[config.mk]
export PLATFORM = sky130hd
export DESIGN_NAME = sts_sequencer
export DESIGN_NICKNAME = d
export VERILOG_FILES = /design/src/sts_pkg.sv /design/src/sts_step_gen.sv /design/src/sts_tray.sv /design/src/sts_sequencer.sv
export SDC_FILE = /design/constraint.sdc
export NUM_CORES = 1
export LEC_CHECK = 0
export ABC_AREA = 0
export BUFFER_PORTS_ARGS = -buffer_cell sky130_fd_sc_hd__buf_2
export CAP_MARGIN = 0
export CORE_MARGIN = 4
export CORE_UTILIZATION = 45
export CTS_BUF_LIST = sky130_fd_sc_hd__clkbuf_8
export DETAILED_ROUTE_END_ITERATION = 8
export HOLD_SLACK_MARGIN = 0.08
export PLACE_DENSITY = 0.75
export SLEW_MARGIN = 20
export SYNTH_ARGS = -nofsm -noshare
export SYNTH_HDL_FRONTEND = slang
export SYNTH_SLANG_ARGS = --single-unit
[constraint.sdc]
create_clock -name i_clock -period 5.7 [get_ports i_clock]
set_input_delay 0.855 -clock i_clock [delete_from_list [all_inputs] [get_ports i_clock]]
set_output_delay 0.855 -clock i_clock [all_outputs]
set_load 0.1 [all_outputs]
[src/sts_pkg.sv]
// Constants, states and modes of the staple and tray sequencer.
// Assumes one 50 MHz clock and a synchronous active-high reset.
package sts_pkg;

	// Clock rate and jam supervision time.
	localparam int unsigned CLK_HZ        = 50000000;
	// Each slide or delivery step re-arms the watchdog, so long stepped moves never jam.
	localparam int unsigned JAM_TIME_US   = 400;
	localparam int unsigned JAM_CYCLES    = (CLK_HZ / 1000000) * JAM_TIME_US;

	// Step pulse generator: one motor step every STEP_CYCLES clocks.
	localparam int unsigned STEP_TIME_US  = 10;
	localparam int unsigned STEP_CYCLES   = (CLK_HZ / 1000000) * STEP_TIME_US;

	// Widths of counts and positions.
	localparam int unsigned PCNT_W        = 16;
	localparam int unsigned POS_W         = 16;

	// Values after reset.
	localparam logic [15:0] RST_COUNT     = 16'h0000;

	// Staple modes.
	typedef enum logic [1:0] {
		STS_MODE_REAR  = 2'b00,
		STS_MODE_FRONT = 2'b01,
		STS_MODE_MID   = 2'b10,
		STS_MODE_BIND  = 2'b11
	} sts_mode_type;

	// Stapler and delivery sequence states.
	typedef enum logic [4:0] {
		STS_S_RESET     = 5'h00,
		STS_S_SEEK_HOME = 5'h01,
		STS_S_TO_STBY   = 5'h02,
		STS_S_IDLE      = 5'h03,
		STS_S_CLAMP     = 5'h04,
		STS_S_WAIT_CMD  = 5'h05,
		STS_S_MOVE_OUT  = 5'h06,
		STS_S_CAM_START = 5'h07,
		STS_S_CAM_TURN  = 5'h08,
		STS_S_FEED      = 5'h09,
		STS_S_LIFT      = 5'h0A,
		STS_S_EJECT     = 5'h0B,
		STS_S_JAM       = 5'h0C,
		STS_S_CAM_HOME  = 5'h0D
	} sts_state_type;

	// Delivery tray states.
	typedef enum logic [2:0] {
		STS_T_RESET = 3'b000,
		STS_T_RAISE = 3'b001,
		STS_T_HOME  = 3'b010,
		STS_T_LOWER = 3'b011,
		STS_T_STOP  = 3'b100
	} sts_tray_type;

endpackage : sts_pkg

[src/sts_step_gen.sv]
// Step pulse source and pulse counter for one stepping motor.
// Assumes the parent pulses i_start for one cycle while o_busy is low.
`timescale 1ns/1ps

module sts_step_gen
	import sts_pkg::*;
(
	// Clock and reset.
	input  wire logic              i_clock,
	input  wire logic              i_rst,
	// Request.
	input  wire logic              i_start,
	input  wire logic [PCNT_W-1:0] i_count,
	input  wire logic              i_abort,
	// Motor side.
	output logic                   o_step,
	output logic                   o_busy,
	output logic                   o_done
);

	typedef struct packed {
		logic [31:0]       div;
		logic [PCNT_W-1:0] left;
		logic              busy;
		logic              step;
		logic              done;
	} sts_step_state_type;

	sts_step_state_type st_q;
	sts_step_state_type st_d;

	// Divider makes one step per tick; count ends the move.
	always_comb begin
		st_d      = st_q;
		st_d.step = 1'b0;
		st_d.done = 1'b0;
		if (i_abort) begin
			st_d.busy = 1'b0;
		end else if (!st_q.busy) begin
			if (i_start) begin
				st_d.busy = (i_count != RST_COUNT);
				st_d.done = (i_count == RST_COUNT);
				st_d.left = i_count;
				st_d.div  = 32'h0;
			end
		end else if (st_q.div == STEP_CYCLES - 1) begin
			st_d.div  = 32'h0;
			st_d.step = 1'b1;
			st_d.left = st_q.left - 1'b1;
			if (st_q.left == 1) begin
				st_d.busy = 1'b0;
				st_d.done = 1'b1;
			end
		end else begin
			st_d.div = st_q.div + 32'h1;
		end
	end

	// State register.
	always_ff @(posedge i_clock) begin
		if (i_rst) begin
			st_q <= '0;
		end else begin
			st_q <= st_d;
		end
	end

	assign o_step = st_q.step;
	assign o_busy = st_q.busy;
	assign o_done = st_q.done;

endmodule : sts_step_gen

[src/sts_tray.sv]
// Delivery tray controller: homes, lowers per stack, limits.
// Assumes sensors are synchronous and active high.
`timescale 1ns/1ps

module sts_tray
	import sts_pkg::*;
(
	// Clock and reset.
	input  wire logic              i_clock,
	input  wire logic              i_rst,
	// Sequencing.
	input  wire logic              i_stack_landed,
	input  wire logic [PCNT_W-1:0] i_descent_pulses,
	// Sensors.
	input  wire logic              i_tray_home_sensor,
	input  wire logic              i_shift_pulse_sensor,
	input  wire logic              i_tray_upper_limit_sensor,
	input  wire logic              i_tray_lower_limit_sensor,
	// Motor.
	output logic                   o_tray_up,
	output logic                   o_tray_down,
	output logic                   o_tray_ready
);

	typedef struct packed {
		sts_tray_type      st;
		logic [PCNT_W-1:0] left;
		logic              pulse_prev;
	} sts_tray_state_type;

	sts_tray_state_type t_q;
	sts_tray_state_type t_d;
	logic               pulse_edge;

	assign pulse_edge = i_shift_pulse_sensor & ~t_q.pulse_prev;

	// Tray sequence; the home sensor sees the paper top or the tray edge.
	always_comb begin
		t_d            = t_q;
		t_d.pulse_prev = i_shift_pulse_sensor;
		case (t_q.st)
			STS_T_RESET: begin
				t_d.st = STS_T_RAISE;
			end
			STS_T_RAISE: begin
				if (i_tray_home_sensor || i_tray_upper_limit_sensor) begin
					t_d.st = STS_T_HOME;
				end
			end
			STS_T_HOME: begin
				if (i_stack_landed) begin
					t_d.st   = STS_T_LOWER;
					t_d.left = i_descent_pulses;
				end
			end
			STS_T_LOWER: begin
				if (i_tray_lower_limit_sensor) begin
					t_d.st = STS_T_STOP;
				end else if (t_q.left == RST_COUNT) begin
					t_d.st = STS_T_RAISE;
				end else if (pulse_edge) begin
					t_d.left = t_q.left - 1'b1;
				end
			end
			STS_T_STOP: begin
				t_d.st = STS_T_RAISE;
			end
			default: begin
				t_d.st = STS_T_RESET;
			end
		endcase
	end

	// State register.
	always_ff @(posedge i_clock) begin
		if (i_rst) begin
			t_q <= '0;
		end else begin
			t_q <= t_d;
		end
	end

	assign o_tray_up    = (t_q.st == STS_T_RAISE) &
	                      ~i_tray_upper_limit_sensor;
	assign o_tray_down  = (t_q.st == STS_T_LOWER) &
	                      ~i_tray_lower_limit_sensor;
	assign o_tray_ready = (t_q.st == STS_T_HOME);

	property p_lower_stop;
		@(posedge i_clock) disable iff (i_rst)
		i_tray_lower_limit_sensor |-> !o_tray_down;
	endproperty
	a_lower_stop: assert property (p_lower_stop)
		else $error("Tray lowered past lower limit.");

	property p_upper_stop;
		@(posedge i_clock) disable iff (i_rst)
		i_tray_upper_limit_sensor |-> !o_tray_up;
	endproperty
	a_upper_stop: assert property (p_upper_stop)
		else $error("Tray raised past upper limit.");

endmodule : sts_tray

[src/sts_sequencer.sv]
// Staple and tray sequencer: stapler slide, cam, swing guide, delivery.
// Assumes one clock, synchronous sensors, host pulses one cycle wide.
//
// Behaviour
// - At power-up slide stapler frontwards until slide home sensor sees it.
// - From slide home, step configured pulses to rear standby, then stand by.
// - Stapler waits at rear standby regardless of mode or paper size.
// - When stack is aligned, paddle motor reverse lowers swing guide to clamp.
// - Host issues staple command after stacking; stapler moves per mode.
// - Rear single-point mode staples at standby without moving.
// - Front and middle modes move out and back for every staple.
// - Middle and bind modes staple rear position first, then front.
// - Each staple turns the cam exactly one revolution, home by cam sensor.
// - Cam off home: run staple motor forward until cam home sensor on.
// - Never energise staple motor while safety switch reads off.
// - Watch staple empty sensor for cartridge and staple presence.
// - Watch staple top sensor for staples pushed up to the top.
// - After stapling, delivery motor forward until belt home sensor goes off.
// - Then lift guide by pulses, return stapler, drive delivery again to eject; the stapler is returned before the feed instead.
// - At power-up bring the delivery tray to home.
// - Tray home is paper top surface, or tray edge when empty.
// - After a stack lands, lower tray configured pulses, then raise home.
// - Count shift motor travel by shift pulse sensor pulses.
// - Stop raising shift motor when upper limit sensor turns on.
// - Stop lowering shift motor when lower limit sensor turns on.
// - Sensor not reached in time: declare jam, halt, report to host; tray sensors are not timed and tray motors are not halted.
`timescale 1ns/1ps

module sts_sequencer
	import sts_pkg::*;
(
	// Clock and reset.
	input  wire logic              i_clock,
	input  wire logic              i_rst,
	// Host commands and configuration.
	input  wire logic              i_stack_aligned,
	input  wire logic              i_staple_cmd,
	input  wire logic [1:0]        i_staple_mode,
	input  wire logic              i_jam_clear,
	input  wire logic [PCNT_W-1:0] i_standby_pulses,
	input  wire logic [PCNT_W-1:0] i_front_pos_pulses,
	input  wire logic [PCNT_W-1:0] i_mid_rear_pulses,
	input  wire logic [PCNT_W-1:0] i_mid_front_pulses,
	input  wire logic [PCNT_W-1:0] i_lift_pulses,
	input  wire logic [PCNT_W-1:0] i_descent_pulses,
	// Stapler sensors.
	input  wire logic              i_slide_home_sensor,
	input  wire logic              i_staple_cam_home_sensor,
	input  wire logic              i_staple_empty_sensor,
	input  wire logic              i_staple_top_sensor,
	input  wire logic              i_staple_safety_switch,
	input  wire logic              i_guide_home_sensor,
	input  wire logic              i_belt_home_sensor,
	// Tray sensors.
	input  wire logic              i_tray_home_sensor,
	input  wire logic              i_shift_pulse_sensor,
	input  wire logic              i_tray_upper_limit_sensor,
	input  wire logic              i_tray_lower_limit_sensor,
	// Motor drives.
	output logic                   o_slide_step,
	output logic                   o_slide_to_front,
	output logic                   o_slide_run,
	output logic                   o_staple_fold_motor,
	output logic                   o_paddle_motor_rev,
	output logic                   o_delivery_step,
	output logic                   o_delivery_fwd,
	output logic                   o_tray_up,
	output logic                   o_tray_down,
	// Status to host.
	output logic                   o_standby,
	output logic                   o_busy,
	output logic                   o_jam,
	output logic                   o_staple_empty,
	output logic                   o_staple_not_top,
	output logic                   o_tray_ready
);

	////////////////////////////////////////////////////////////////////////
	// State record.

	typedef struct packed {
		sts_state_type     st;
		sts_state_type     after_move;
		logic [1:0]        mode;
		logic              second;
		logic              returning;
		logic [31:0]       watchdog;
		logic              jam;
		logic              landed;
		logic              empty;
		logic              not_top;
		logic              cam_left;
		logic              slide_front;
	} sts_seq_state_type;

	sts_seq_state_type s_q;
	sts_seq_state_type s_d;

	// Stepper requests.
	logic              slide_start;
	logic [PCNT_W-1:0] slide_count;
	logic              slide_busy;
	logic              slide_done;
	logic              del_start;
	logic [PCNT_W-1:0] del_count;
	logic              del_busy;
	logic              del_done;
	logic              abort;
	logic              cam_ok;

	// Target pulse count for the current stapling position.
	function automatic logic [PCNT_W-1:0] pos_pulses(
		input logic [1:0] mode,
		input logic       second,
		input logic [PCNT_W-1:0] front,
		input logic [PCNT_W-1:0] mrear,
		input logic [PCNT_W-1:0] mfront
	);
		logic [PCNT_W-1:0] r;
		r = front;
		if (mode == STS_MODE_MID || mode == STS_MODE_BIND) begin
			r = second ? mfront : mrear;
		end
		return r;
	endfunction : pos_pulses

	////////////////////////////////////////////////////////////////////////
	// Stepping motor drivers.

	assign abort = s_q.jam;

	sts_step_gen u_slide (
		.i_clock (i_clock),
		.i_rst   (i_rst),
		.i_start (slide_start),
		.i_count (slide_count),
		.i_abort (abort),
		.o_step  (o_slide_step),
		.o_busy  (slide_busy),
		.o_done  (slide_done)
	);

	sts_step_gen u_delivery (
		.i_clock (i_clock),
		.i_rst   (i_rst),
		.i_start (del_start),
		.i_count (del_count),
		.i_abort (abort),
		.o_step  (o_delivery_step),
		.o_busy  (del_busy),
		.o_done  (del_done)
	);

	sts_tray u_tray (
		.i_clock                   (i_clock),
		.i_rst                     (i_rst),
		.i_stack_landed            (s_q.landed),
		.i_descent_pulses          (i_descent_pulses),
		.i_tray_home_sensor        (i_tray_home_sensor),
		.i_shift_pulse_sensor      (i_shift_pulse_sensor),
		.i_tray_upper_limit_sensor (i_tray_upper_limit_sensor),
		.i_tray_lower_limit_sensor (i_tray_lower_limit_sensor),
		.o_tray_up                 (o_tray_up),
		.o_tray_down               (o_tray_down),
		.o_tray_ready              (o_tray_ready)
	);

	////////////////////////////////////////////////////////////////////////
	// Main sequence.

	// Stepper starts are pulses on the entry into the stepping states.
	always_comb begin
		s_d          = s_q;
		s_d.landed   = 1'b0;
		slide_start  = 1'b0;
		slide_count  = i_standby_pulses;
		del_start    = 1'b0;
		del_count    = i_lift_pulses;
		s_d.empty    = i_staple_empty_sensor;
		s_d.not_top  = ~i_staple_top_sensor;
		// A step proves the motor moves; only a stall should jam.
		s_d.watchdog = (o_slide_step | o_delivery_step) ? 32'h0
		                                                 : s_q.watchdog + 32'h1;
		case (s_q.st)
			STS_S_RESET: begin
				s_d.st          = STS_S_SEEK_HOME;
				s_d.slide_front = 1'b1;
				s_d.watchdog    = 32'h0;
			end
			STS_S_SEEK_HOME: begin
				if (i_slide_home_sensor) begin
					slide_start     = 1'b1;
					slide_count     = i_standby_pulses;
					s_d.slide_front = 1'b0;
					s_d.after_move  = STS_S_IDLE;
					s_d.st          = STS_S_TO_STBY;
				end
			end
			STS_S_TO_STBY: begin
				if (slide_done) begin
					s_d.st       = s_q.after_move;
					s_d.watchdog = 32'h0;
				end
			end
			STS_S_IDLE: begin
				s_d.watchdog = 32'h0;
				if (!i_staple_cam_home_sensor && i_staple_safety_switch) begin
					s_d.st = STS_S_CAM_HOME;
				end else if (i_stack_aligned) begin
					s_d.st = STS_S_CLAMP;
				end
			end
			STS_S_CAM_HOME: begin
				if (i_staple_cam_home_sensor || !i_staple_safety_switch) begin
					s_d.st = STS_S_IDLE;
				end
			end
			STS_S_CLAMP: begin
				if (!i_guide_home_sensor && i_staple_safety_switch) begin
					s_d.st       = STS_S_WAIT_CMD;
					s_d.watchdog = 32'h0;
				end
			end
			STS_S_WAIT_CMD: begin
				s_d.watchdog = 32'h0;
				if (i_staple_cmd) begin
					s_d.mode   = i_staple_mode;
					s_d.second = 1'b0;
					if (i_staple_mode == STS_MODE_REAR) begin
						s_d.st = STS_S_CAM_START;
					end else begin
						slide_start     = 1'b1;
						slide_count     = pos_pulses(i_staple_mode, 1'b0,
							i_front_pos_pulses, i_mid_rear_pulses,
							i_mid_front_pulses);
						s_d.slide_front = 1'b1;
						s_d.st          = STS_S_MOVE_OUT;
					end
				end
			end
			STS_S_MOVE_OUT: begin
				if (slide_done) begin
					// A return always ends in FEED, which then picks
					// the second point or the stack feed.
					s_d.st       = s_q.returning ? STS_S_FEED
					                             : STS_S_CAM_START;
					s_d.returning = 1'b0;
					s_d.watchdog = 32'h0;
				end
			end
			STS_S_CAM_START: begin
				if (!i_staple_cam_home_sensor) begin
					s_d.st       = STS_S_CAM_TURN;
					s_d.watchdog = 32'h0;
				end
			end
			STS_S_CAM_TURN: begin
				if (i_staple_cam_home_sensor) begin
					s_d.watchdog = 32'h0;
					if (s_q.mode == STS_MODE_REAR) begin
						s_d.st = STS_S_FEED;
					end else begin
						slide_start     = 1'b1;
						slide_count     = pos_pulses(s_q.mode, s_q.second,
							i_front_pos_pulses, i_mid_rear_pulses,
							i_mid_front_pulses);
						s_d.slide_front = 1'b0;
						s_d.returning   = 1'b1;
						s_d.second      = 1'b1;
						s_d.after_move  = (s_q.second ||
							s_q.mode == STS_MODE_FRONT) ? STS_S_FEED
							                            : STS_S_WAIT_CMD;
						s_d.st          = STS_S_MOVE_OUT;
					end
				end
			end
			STS_S_FEED: begin
				if (s_q.after_move == STS_S_WAIT_CMD) begin
					// Second point of a middle or bind staple: go out to front.
					slide_start     = 1'b1;
					slide_count     = pos_pulses(s_q.mode, 1'b1,
						i_front_pos_pulses, i_mid_rear_pulses,
						i_mid_front_pulses);
					s_d.slide_front = 1'b1;
					s_d.after_move  = STS_S_FEED;
					s_d.st          = STS_S_MOVE_OUT;
				end else if (!i_belt_home_sensor) begin
					del_start    = 1'b1;
					del_count    = i_lift_pulses;
					s_d.st       = STS_S_LIFT;
					s_d.watchdog = 32'h0;
				end
			end
			STS_S_LIFT: begin
				if (del_done) begin
					del_start    = 1'b1;
					del_count    = i_lift_pulses;
					s_d.st       = STS_S_EJECT;
					s_d.watchdog = 32'h0;
				end
			end
			STS_S_EJECT: begin
				if (del_done) begin
					s_d.landed = 1'b1;
					s_d.st     = STS_S_IDLE;
				end
			end
			STS_S_JAM: begin
				s_d.watchdog = 32'h0;
				if (i_jam_clear) begin
					s_d.jam = 1'b0;
					s_d.st  = STS_S_RESET;
				end
			end
			default: begin
				s_d.st = STS_S_RESET;
			end
		endcase
		if (s_q.st != STS_S_JAM && s_q.watchdog >= JAM_CYCLES) begin
			s_d.jam = 1'b1;
			s_d.st  = STS_S_JAM;
		end
	end

	// State register.
	always_ff @(posedge i_clock) begin
		if (i_rst) begin
			s_q <= '0;
		end else begin
			s_q <= s_d;
		end
	end

	////////////////////////////////////////////////////////////////////////
	// Outputs.

	assign cam_ok = i_staple_safety_switch & ~s_q.jam;
	assign o_staple_fold_motor = cam_ok & (s_q.st == STS_S_CAM_START ||
		s_q.st == STS_S_CAM_TURN || s_q.st == STS_S_CAM_HOME);
	// Slide, delivery, paddle and staple motors halt in the very cycle a jam is raised; the tray motors do not.
	assign o_slide_run        = ((s_q.st == STS_S_SEEK_HOME) | slide_busy) &
	                            ~s_q.jam;
	assign o_slide_to_front   = s_q.slide_front;
	assign o_paddle_motor_rev = (s_q.st == STS_S_CLAMP);
	assign o_delivery_fwd     = ((s_q.st == STS_S_FEED) | del_busy) &
	                            ~s_q.jam;
	assign o_standby          = (s_q.st == STS_S_IDLE);
	assign o_busy             = ~o_standby & ~s_q.jam;
	assign o_jam              = s_q.jam;
	assign o_staple_empty     = s_q.empty;
	assign o_staple_not_top   = s_q.not_top;

	property p_safety;
		@(posedge i_clock) disable iff (i_rst)
		!i_staple_safety_switch |-> !o_staple_fold_motor;
	endproperty
	a_safety: assert property (p_safety)
		else $error("Staple motor driven with safety open.");

	property p_rear_still;
		@(posedge i_clock) disable iff (i_rst)
		(s_q.st == STS_S_WAIT_CMD && i_staple_cmd &&
		 i_staple_mode == STS_MODE_REAR) |=> !slide_busy;
	endproperty
	a_rear_still: assert property (p_rear_still)
		else $error("Stapler moved in rear mode.");

	property p_jam;
		@(posedge i_clock) disable iff (i_rst)
		$rose(s_q.jam) |-> (s_q.st == STS_S_JAM) && !o_slide_run;
	endproperty
	a_jam: assert property (p_jam)
		else $error("Jam did not halt the sequence.");

	property p_seek;
		@(posedge i_clock) disable iff (i_rst)
		(s_q.st == STS_S_SEEK_HOME) |-> o_slide_run && o_slide_to_front;
	endproperty
	a_seek: assert property (p_seek)
		else $error("Slide not driven toward front while homing.");

	property p_clamp;
		@(posedge i_clock) disable iff (i_rst)
		(s_q.st == STS_S_IDLE && i_stack_aligned &&
		 i_staple_cam_home_sensor) |=> o_paddle_motor_rev;
	endproperty
	a_clamp: assert property (p_clamp)
		else $error("Paddle motor not reversed after alignment.");

	property p_feed;
		@(posedge i_clock) disable iff (i_rst)
		(s_q.st == STS_S_FEED) |-> o_delivery_fwd;
	endproperty
	a_feed: assert property (p_feed)
		else $error("Delivery motor idle during stack feed.");

endmodule : sts_sequencer

==> results.json, run 1 <==
{
  "nNetsFinal": 1517,
  "finalCriticalPeriod_ns": 3.68,
  "numCtsBuffers": 17,
  "io_pins": 129,
  "final_antenna_net_count": 0,
  "crit_start": "s_q[50]",
  "clockBufferDepth": 2,
  "diodes": 0,
  "crit_path_start_kind": "flop",
  "grt_pass1_wl_mm": 44.2,
  "endpoint": "u_slide.st_q[14]",
  "clkPwrFrac": 0.282,
  "grt_max_degree": 44,
  "ctsHtreeMaxLevel": 4,
  "viasPerCell": 5.94,
  "dr.pass1.iters": 6,
  "swShare": 0.381,
  "r2r_slack_ns": 2.02,
  "clk_latency_ns": 0.48,
  "syn_nets": 1435,
  "powerDensity_mw_per_mm2": 271,
  "fmax_mhz": 272,
  "multiInputGateArea_sq_mm": 0.00626,
  "crit_path_end_kind": "flop",
  "drc": 0,
  "worstHoldPathType": "reg2reg",
  "timing.rr.end": "u_slide.st_q[14]",
  "gp_congestion": 0.945,
  "power.leakage_nw": 3.96,
  "coreArea_sq_mm": 0.0219,
  "wire_per_inst_um": 16.1,
  "setup_viol": 0,
  "max_cap_violations": 0,
  "syn-cell-area_sq_mm": 0.0101,
  "timing.rr.start": "s_q[50]",
  "slew_viol_final": 0,
  "cts_setup_buffers": 0,
  "initial_core_util": 0.460,
  "syn_inst": 1312,
  "layout-drive-gt1-share": 0.141,
  "slew-limit-headroom": 0.261,
  "p_seq_frac": 0.441,
  "cts-root-buf": "clkbuf_8",
  "cp.arrival_ns": 4.09,
  "synth-edff-count": 0,
  "final_core_util": 0.512,
  "rsz0062_at_grt": "no",
  "yosysUniqueCellTypes": 84,
  "wirelength_mm": 27.2,
  "grt_overflow": 0,
  "synth_ff_type": "dfxtp_1",
  "skew_ns": 0.0263,
  "die_area_sq_mm": 0.0248,
  "grt_pass1_vias": 9098,
  "cp_max_fo": 24,
  "track_usage": 0.213,
  "register_area_sq_mm": 0.00342,
  "layout_commonest_cell": "nor2_1",
  "power.internal_mw": 1.88,
  "required_ns": 6.10,
  "drt_iter0_drc": 876,
  "ir_worst_vdd_mv": 0.158,
  "cts_hold_buf": 0,
  "chipWidth_um": 158,
  "area_delta_synth_final_pct": 11.3,
  "ys_warn_count": 0,
  "clock_sinks": 171,
  "dp_hpwl_mm": 19.5,
  "reg2reg_depth": 7,
  "cts.reportedPaths.clkPinSlew_ns": 0.10,
  "portBuffers": 128,
  "nFillCells": 2167,
  "antenna_found_initial": 0,
  "final_cell_mix": "nor2_1, dfxtp_1, buf_2, nand2_1, o21ai_0",
  "tns_ns": 0,
  "worstMarginPinSlew_ns": 1.11,
  "timing.final.crit_share": 0.646,
  "synth-seq-area-share": 0.340,
  "rows": 54,
  "outcome": "finished, final reports clean",
  "via_count": 10000,
  "cts_tree": "done",
  "die_h_um": 158,
  "async_flop_share": 0,
  "switchingPower_mw": 1.16,
  "hold_viol_final": 0,
  "p_comb_frac": 0.277,
  "ctsResizeCount": 0,
  "critPathKind": "reg2reg",
  "avgSynthCellArea_sq_um": 7.68,
  "ys_ff_latch": 171
}
## power groups by stage
stage	registers [mW]	clock network [mW]	logic, mW
after global placement	1.36	0	0.821
after floorplan	1.34	0	0.640
final	1.34	0.856	0.841
after CTS	1.34	0.876	0.835
after detailed placement	1.36	0	0.827
after global routing	1.35	0.932	0.927
## worst min path at each step
stage | end | cells after the start | startpoint
floorplan | s_q[6] | 1 | s_q[6]
global placement | s_q[6] | 1 | s_q[6]
detailed placement | s_q[6] | 1 | s_q[6]
CTS | s_q[6] | 1 | s_q[6]
global route | o_staple_not_top | 2 | i_staple_top_sensor
finish | s_q[6] | 1 | s_q[6]
## area by class of cell
type                    instances  share of cell area
inverters                      28             0.00937
clock inverters                15              0.0137
multi-input cells            1042               0.558
flip-flops and latches        171               0.305
clock buffers                  17              0.0209
well taps                     280              0.0312
repair buffers                134              0.0612
## critical path, stage by stage (launching register included)
cell	delay (ns)
dfxtp_1	0.88
or4b_1	0.70
o22ai_2	0.69
a21oi_1	0.16
a21oi_2	0.68
and2_1	0.22
o21ai_0	0.10
a21oi_1	0.17
## kinds of logic after synthesis
kind of cell             count (synthesis)  synth area share
AND/OR/NAND/NOR                        618             0.312
AO/OA/AOI/OAI                          330             0.222
flip-flops                             171             0.340
buffers and inverters                   99            0.0400
XOR/XNOR                                81            0.0704
adder cells (fa/ha/maj)                  9            0.0112
multiplexers                             4           0.00398
## registers in the layout (all words and copies together), names as in the netlist
register	count
u_delivery.st_q	48
u_slide.st_q	48
s_q	45
u_tray.t_q	20
o_jam	1
o_slide_to_front	1
o_staple_empty	1
o_staple_not_top	1
u_delivery.o_busy	1
u_delivery.o_done	1
u_delivery.o_step	1
u_slide.o_busy	1
u_slide.o_done	1
u_slide.o_step	1
## stage by stage
step	cell area, sq um	setup WS (ns)	cells	total power, mW	hold WS, ns
2_1_floorplan	10100	1.40	1312	1.99	0.441
5_1_grt	11200	1.71	1687	3.21	0.504
3_3_place_gp	10800	1.91	1655	2.18	0.454
6_report	11200	2.02	1687	3.04	0.482
4_1_cts	11200	1.73	1687	3.05	0.486
3_5_place_dp	10800	1.75	1655	2.19	0.465
## per-layer routing
layer,GRT usage,vias to the layer above,share of wire
met1,0.293,4670,0.45
li1,-,4927,-
met4,0.0746,0,0.020
met2,0.341,374,0.46
met3,0.0347,49,0.071
met5,0,-,0
## synthesized netlist by cell type (10+ instances only)
cell type  instances  area (sq um)
or3_1             18           113
and4_1            12           105
clkbuf_1          55           206
xor2_1            45           394
nand3_1           55           275
o221ai_1          12           105
a22oi_1           29           218
nor4_1            30           188
nor2b_1           10          62.6
nand2_1           98           368
nor2_1           219           822
nor3_1            50           250
and2_1            19           119
nand4_1           17           106
buf_2             10          50.1
and3_1            19           119
nand2b_1          17           106
inv_1             28           105
a211oi_1          19           143
o21ai_0           86           430
xnor2_1           36           315
a21oi_1           73           365
dfxtp_1          171          3420
(Power assumes the default switching activity.)
==> inputs of run 2 (changes only) <==
--- a/config.mk
+++ b/config.mk
@@ -5,7 +5,7 @@
 export SDC_FILE = /design/constraint.sdc
 export NUM_CORES = 1
 export LEC_CHECK = 0
-export ABC_AREA = 0
+export ABC_AREA = 1
 export BUFFER_PORTS_ARGS = -buffer_cell sky130_fd_sc_hd__buf_2
 export CAP_MARGIN = 0
 export CORE_MARGIN = 4
@@ -13,7 +13,7 @@
 export CTS_BUF_LIST = sky130_fd_sc_hd__clkbuf_8
 export DETAILED_ROUTE_END_ITERATION = 8
 export HOLD_SLACK_MARGIN = 0.08
-export PLACE_DENSITY = 0.75
+export PLACE_DENSITY = 0.74
 export SLEW_MARGIN = 20
 export SYNTH_ARGS = -nofsm -noshare
 export SYNTH_HDL_FRONTEND = slang
==> constraint.sdc (replaced) <==
create_clock -name i_clock -period 3.5 [get_ports i_clock]
set_input_delay 0.525 -clock i_clock [delete_from_list [all_inputs] [get_ports i_clock]]
set_output_delay 0.525 -clock i_clock [all_outputs]
set_load 0.1 [all_outputs]
==> run 2 against run 1 <==
  * Sequential power grew 66%
  * Cell count grew 45%
  * Flip-flop and latch count is the same
  * Via count grew 32%
  * First-iteration DRC count grew 54%
  * Global-route usage grew 2.8 points
  * Routed wire length grew 32%
  * Critical endpoint is now o_staple_fold_motor
==> results.json, run 2 <==
{
  "synthMuxAreaShare": 0,
  "gp_congestion": 0.964,
  "ctsResizeCount": 0,
  "nNetsFinal": 2224,
  "avgSynthCellArea_sq_um": 5.98,
  "cts_tree": "done",
  "drc": 0,
  "switchingPower_mw": 2.48,
  "ctsHtreeMaxLevel": 4,
  "required_ns": 2.97,
  "worstHoldPathType": "in2reg",
  "skew_ns": 0.0202,
  "wire_per_inst_um": 14.6,
  "critPathKind": "reg2out",
  "die_area_sq_mm": 0.0292,
  "synth_compound_gate_area_share": 0.119,
  "clkPwrFrac": 0.255,
  "slew_viol_final": 0,
  "crit_path_start_kind": "flop",
  "final_antenna_net_count": 0,
  "synthXorXnorAreaFrac": 0.0359,
  "critical_path.slowest_cell": "dfxtp_1",
  "timing.final.crit_share": 0.801,
  "clk_latency_ns": 0.48,
  "drt_iter0_drc": 1350,
  "synthAdderAreaFrac": 0.00943,
  "hold_viol_final": 0,
  "finalInstanceArea_sq_mm": 0.0133,
  "dp_hpwl_mm": 27.2,
  "cts.reportedPaths.clkPinSlew_ns": 0.10,
  "diodes": 0,
  "ir_worst_vdd_mv": 0.348,
  "preCtsSetupSlack_ns": 0.754,
  "viasPerCell": 5.38,
  "chipWidth_um": 171,
  "clock_sinks": 171,
  "netlist_top_cells_count": "nand2_1, nor2_1, inv_1",
  "max_stage_delay_ns": 0.50,
  "slew-limit-headroom": 0.513,
  "synth-seq-area-share": 0.287,
  "grt_max_degree": 33,
  "grt_overflow": 0,
  "cts_setup_buffers": 0,
  "via_count": 13200,
  "outcome": "finished, final reports clean",
  "p_seq_frac": 0.383,
  "syn_inst": 1998,
  "wirelength_mm": 35.8,
  "numCtsBuffers": 17,
  "yosysUniqueCellTypes": 54,
  "area_delta_synth_final_pct": 11.1,
  "die_h_um": 171,
  "worst_hold_slack_ns": 0.193,
  "yosys.area.top_type": "dfxtp_1",
  "powerDensity_mw_per_mm2": 437,
  "final_cell_mix": "nand2_1, nor2_1, inv_1, dfxtp_1, nand3_1",
  "track_usage": 0.242,
  "rows": 59,
  "async_flop_share": 0,
  "power.internal_mw": 3.31,
  "dr.pass1.iters": 5,
  "syn_nets": 2121,
  "finalPower_mw": 5.80,
  "cp_max_fo": 6,
  "worstMarginPinSlew_ns": 0.730,
  "synth_area_leaders": "dfxtp_1, nand2_1, nor2_1",
  "cts-root-buf": "clkbuf_8",
  "p_comb_frac": 0.361,
  "setup_viol": 0,
  "setup_ws_ns": 0.695,
  "crit_path_end_kind": "output port",
  "synth_top_family_by_area": "simple AND/OR/NAND/NOR gates",
  "antenna_found_initial": 0,
  "layout-drive-gt1-share": 0.110,
  "power.leakage_nw": 5.77,
  "clockBufferDepth": 2,
  "tns_ns": 0,
  "cts_hold_buf": 0,
  "layout_commonest_cell": "nand2_1",
  "rsz0062_at_grt": "no",
  "top_regs": "u_delivery.st_q (48), u_slide.st_q (48), s_q (45)",
  "ys_warn_count": 0,
  "crit_chain": "nand2_1 -> nor2_1 -> o311ai_0 -> buf_4 -> inv_1 -> buf_2",
  "synthSimpleGateAreaFrac": 0.440,
  "cp.arrival_ns": 2.28,
  "synth-edff-count": 0,
  "initial_core_util": 0.458,
  "synth_ff_type": "dfxtp_1",
  "syn-cell-area_sq_mm": 0.0119,
  "grt_pass1_wl_mm": 59.2,
  "grt_pass1_vias": 12500,
  "max_cap_violations": 0,
  "place_area_sq_mm": 0.0129,
  "synth_most_common_cell": "nand2_1",
  "portBuffers": 128,
  "fmax_mhz": 357,
  "finalCriticalPeriod_ns": 2.81,
  "swShare": 0.428,
  "synth_top_area_share": 0.287,
  "ys_ff_latch": 171,
  "coreArea_sq_mm": 0.0261,
  "io_pins": 129
}
run 2: cell types whose count changed in the layout (fill, tap and decap cells not counted), moves of 15 or more:
cell	before	now
or3_1	18	0
inv_1	28	250
nand4_1	17	50
and2_1	19	1
a22oi_1	29	0
and3_1	19	2
buf_4	6	21
nand2_1	98	521
nor3_1	49	114
nor2_1	219	271
xnor2_1	36	10
nand3_1	55	162
nand2b_1	16	0
o21ai_0	86	109
run 2: final timing paths:
kind                                           from             endpoint  slack [ns]  cells past startpoint
worst max-delay path                        s_q[47]  o_staple_fold_motor        0.69                      6
worst min-delay path            i_staple_top_sensor     o_staple_not_top        0.19                      2
worst max register to register       u_tray.t_q[18]       u_tray.t_q[12]        0.73                     10
worst min register to register               s_q[6]               s_q[6]        0.47                      1
run 2: area by class of cell:
type                            instances  area (sq um)
Fill cell                            2694         12800
Multi-Input combinational cell       1501          7230
Sequential cell                       171          3420
Inverter                              261           982
Timing Repair Buffer                  149           798
Tap cell                              335           419
Clock buffer                           17           234
Clock inverter                         15           174
run 2: cell families after synthesis:
kind of cell | Yosys count
fa+ha+maj | 9
buf+inv | 326
compound gates | 249
flops | 171
xor+xnor | 49
simple gates | 1194
run 2: routing by layer:
metal	up-vias	GRT usage	wire [um]
met3	56	0.0358	2380
li1	6711	-	-
met2	432	0.393	16100
met4	0	0.0768	828
met1	5986	0.332	16500
met5	-	0	0
run 2: power groups by stage:
| stage | Clock [mW] | Combinational (mW) | Sequential [mW] |
|---|---|---|---|
| after floorplan | 0 | 1.58 | 2.27 |
| after global placement | 0 | 2.04 | 2.26 |
| after detailed placement | 0 | 2.06 | 2.26 |
| after CTS | 1.51 | 2.08 | 2.22 |
| after global routing | 1.59 | 2.35 | 2.24 |
| final | 1.48 | 2.09 | 2.22 |
run 2: metrics by stage:
stage	utilization	cells
6_report	0.509	2449
5_1_grt	0.509	2449
4_1_cts	0.509	2449
3_5_place_dp	0.493	2417
3_3_place_gp	0.493	2417
2_1_floorplan	-	1998
run 2: critical path: cells and delay by family, from the launching register on:
| kind | cells | cell delay (ns) |
|---|---|---|
| compound gates | 1 | 0.20 |
| buf+inv | 3 | 0.69 |
| flops | 1 | 0.50 |
| simple gates | 2 | 0.42 |
==> inputs of run 3 (changes only) <==
--- a/config.mk
+++ b/config.mk
@@ -13,7 +13,7 @@
 export CTS_BUF_LIST = sky130_fd_sc_hd__clkbuf_8
 export DETAILED_ROUTE_END_ITERATION = 8
 export HOLD_SLACK_MARGIN = 0.08
-export PLACE_DENSITY = 0.74
+export PLACE_DENSITY = 0.76
 export SLEW_MARGIN = 20
 export SYNTH_ARGS = -nofsm -noshare
 export SYNTH_HDL_FRONTEND = slang
==> constraint.sdc (replaced) <==
create_clock -name i_clock -period 2.55 [get_ports i_clock]
set_input_delay 0.3825 -clock i_clock [delete_from_list [all_inputs] [get_ports i_clock]]
set_output_delay 0.3825 -clock i_clock [all_outputs]
set_load 0.1 [all_outputs]
==> run 3 against run 2 <==
  * Combinational power is 44% higher
  * Utilization up 1.2 points
  * Cell count increased by 1.3%
  * Clock power rose by 36%
  * Worst hold slack got worse by 0.081 ns
  * Global-route usage shrank 0.29 points
  * First-iteration DRC count fell by 29%
  * Die area unchanged
  * Largest cell class unchanged
  * Flip-flop and latch count unchanged
  * Via count up 1.7%
  * Total power rose by 39%
  * Non-clock buffer count increased by 29
==> results.json, run 3 (synthesized netlist as in run 2, its figures left out) <==
{
  "skew_ns": 0.0163,
  "critical_path.slowest_cell": "dfxtp_1",
  "outcome": "finished, final reports clean",
  "slew-limit-headroom": 0.523,
  "timing.rr.end": "u_delivery.st_q[18]",
  "worstMarginPinSlew_ns": 0.715,
  "viasPerCell": 5.40,
  "dr.pass1.iters": 9,
  "path_delay_family": "flip-flops",
  "cts.reportedPaths.clkPinSlew_ns": 0.10,
  "drc": 0,
  "setup_viol": 0,
  "numCtsBuffers": 17,
  "holdPathStages": 3,
  "area_delta_synth_final_pct": 13.8,
  "final_cell_mix": "nand2_1, nor2_1, inv_1, dfxtp_1, nand3_1",
  "layout_commonest_cell": "nand2_1",
  "worst_hold_slack_ns": 0.112,
  "finalCriticalPeriod_ns": 2.41,
  "min-delay-start": "i_staple_empty_sensor",
  "timing.final.crit_share": 0.946,
  "slew_viol_final": 0,
  "portBuffers": 128,
  "critPathBufInv": 3,
  "max_cap_violations": 0,
  "dp.cells": 2445,
  "layout.cells.non_filler": 2480,
  "rsz0062_at_grt": "no",
  "fmax_mhz": 414,
  "setup_ws_ns": 0.137,
  "dp_hpwl_mm": 26.9,
  "die_h_um": 171,
  "via_count": 13400,
  "final_antenna_net_count": 0,
  "clk_latency_ns": 0.47,
  "clockBufferDepth": 2,
  "required_ns": 2.17,
  "cp_max_fo": 6,
  "wire_per_inst_um": 14.2,
  "cts_tree": "done",
  "max_stage_delay_ns": 0.48,
  "crit_chain": "inv_2 -> nand2_1 -> nor2_1 -> o311ai_0 -> inv_1 -> buf_12",
  "die_area_sq_mm": 0.0292,
  "reg2reg_depth": 10,
  "grt_pass1_wl_mm": 58.4,
  "final_core_util": 0.521,
  "track_usage": 0.239,
  "grt_max_degree": 33,
  "timing.rr.start": "u_delivery.st_q[28]",
  "cts-root-buf": "clkbuf_8",
  "worstHoldPathType": "in2reg",
  "finalInstanceArea_sq_mm": 0.0136,
  "hold_viol_final": 0,
  "ctsHtreeMaxLevel": 4,
  "cts_setup_buffers": 0,
  "io_pins": 129,
  "layout-drive-gt1-share": 0.126,
  "diodes": 0,
  "coreArea_sq_mm": 0.0261,
  "place_area_sq_mm": 0.0131,
  "initial_core_util": 0.458,
  "nNetsFinal": 2255,
  "power.leakage_nw": 5.91,
  "critPathKind": "reg2out",
  "chipWidth_um": 171,
  "preCtsSetupSlack_ns": 0.225,
  "hold-path-endpoint": "o_staple_empty",
  "grt_overflow": 0,
  "wirelength_mm": 35.2,
  "drt_iter0_drc": 962,
  "rows": 59,
  "crit_path_start_kind": "flop",
  "crit_path_end_kind": "output port",
  "cp.arrival_ns": 2.03,
  "grt_pass1_vias": 12400,
  "r2r_slack_ns": 0.17,
  "clock_sinks": 171,
  "powerDensity_mw_per_mm2": 593,
  "gp_congestion": 0.981,
  "antenna_found_initial": 0,
  "top_regs": "u_delivery.st_q (48), u_slide.st_q (48), s_q (45)",
  "ir_worst_vdd_mv": 0.543
}
run 3: worst min-delay path, delay by kind of cell:
| kind | cells | cell delay, ns |
|---|---|---|
| buf+inv | 2 | 0.10 |
| simple gates | 1 | 0.06 |
run 3: power by group:
| group | switching [mW] | leakage [nW] | internal [mW] |
|---|---|---|---|
| Sequential | 0.188 | 1.38 | 2.86 |
| Combinational | 2.04 | 4.32 | 0.964 |
| Clock | 1.15 | 0.213 | 0.861 |
run 3: how the worst max path moves through the flow:
stage	startpoint	to	slack (ns)	depth (start not counted)
3_3_place_gp	u_delivery.st_q[28]	u_delivery.st_q[18]	0.28	10
6_report	s_q[50]	o_staple_fold_motor	0.14	6
2_1_floorplan	o_jam	o_delivery_fwd	-0.32	2
4_1_cts	s_q[50]	o_busy	0.11	5
5_1_grt	s_q[50]	o_staple_fold_motor	0.002	6
3_5_place_dp	u_delivery.st_q[28]	u_delivery.st_q[18]	0.23	10
run 3: through the flow:
stage / power, mW / TNS [ns]
floorplan: 5.28 / -0.757
finish: 8.06 / 0
global route: 8.62 / 0
global placement: 6.02 / 0
CTS: 8.08 / 0
detailed placement: 6.06 / 0
run 3: layout make-up:
| type | instances | area, sq um |
|---|---|---|
| Clock buffer | 18 | 248 |
| Clock inverter | 14 | 169 |
| Fill cell | 2658 | 12500 |
| Inverter | 261 | 986 |
| Multi-Input combinational cell | 1501 | 7250 |
| Sequential cell | 171 | 3430 |
| Tap cell | 335 | 419 |
| Timing Repair Buffer | 178 | 1070 |
| Timing Repair inverter | 2 | 15.0 |
run 3: what timing repair did:
item                       in CTS  in global routing
setup endpoints to repair       0                  9
hold buffers                    1                  0
hold endpoints to repair        1                  0
resized for setup               0                  7
run 3: layer usage:
metal  global-route usage  up-vias  part of all wire
li1                     -     6777                 -
met1                0.329     6046              0.44
met2                0.392      515              0.46
met3               0.0328       66             0.076
met4               0.0682        0             0.021
met5                    0        -                 0
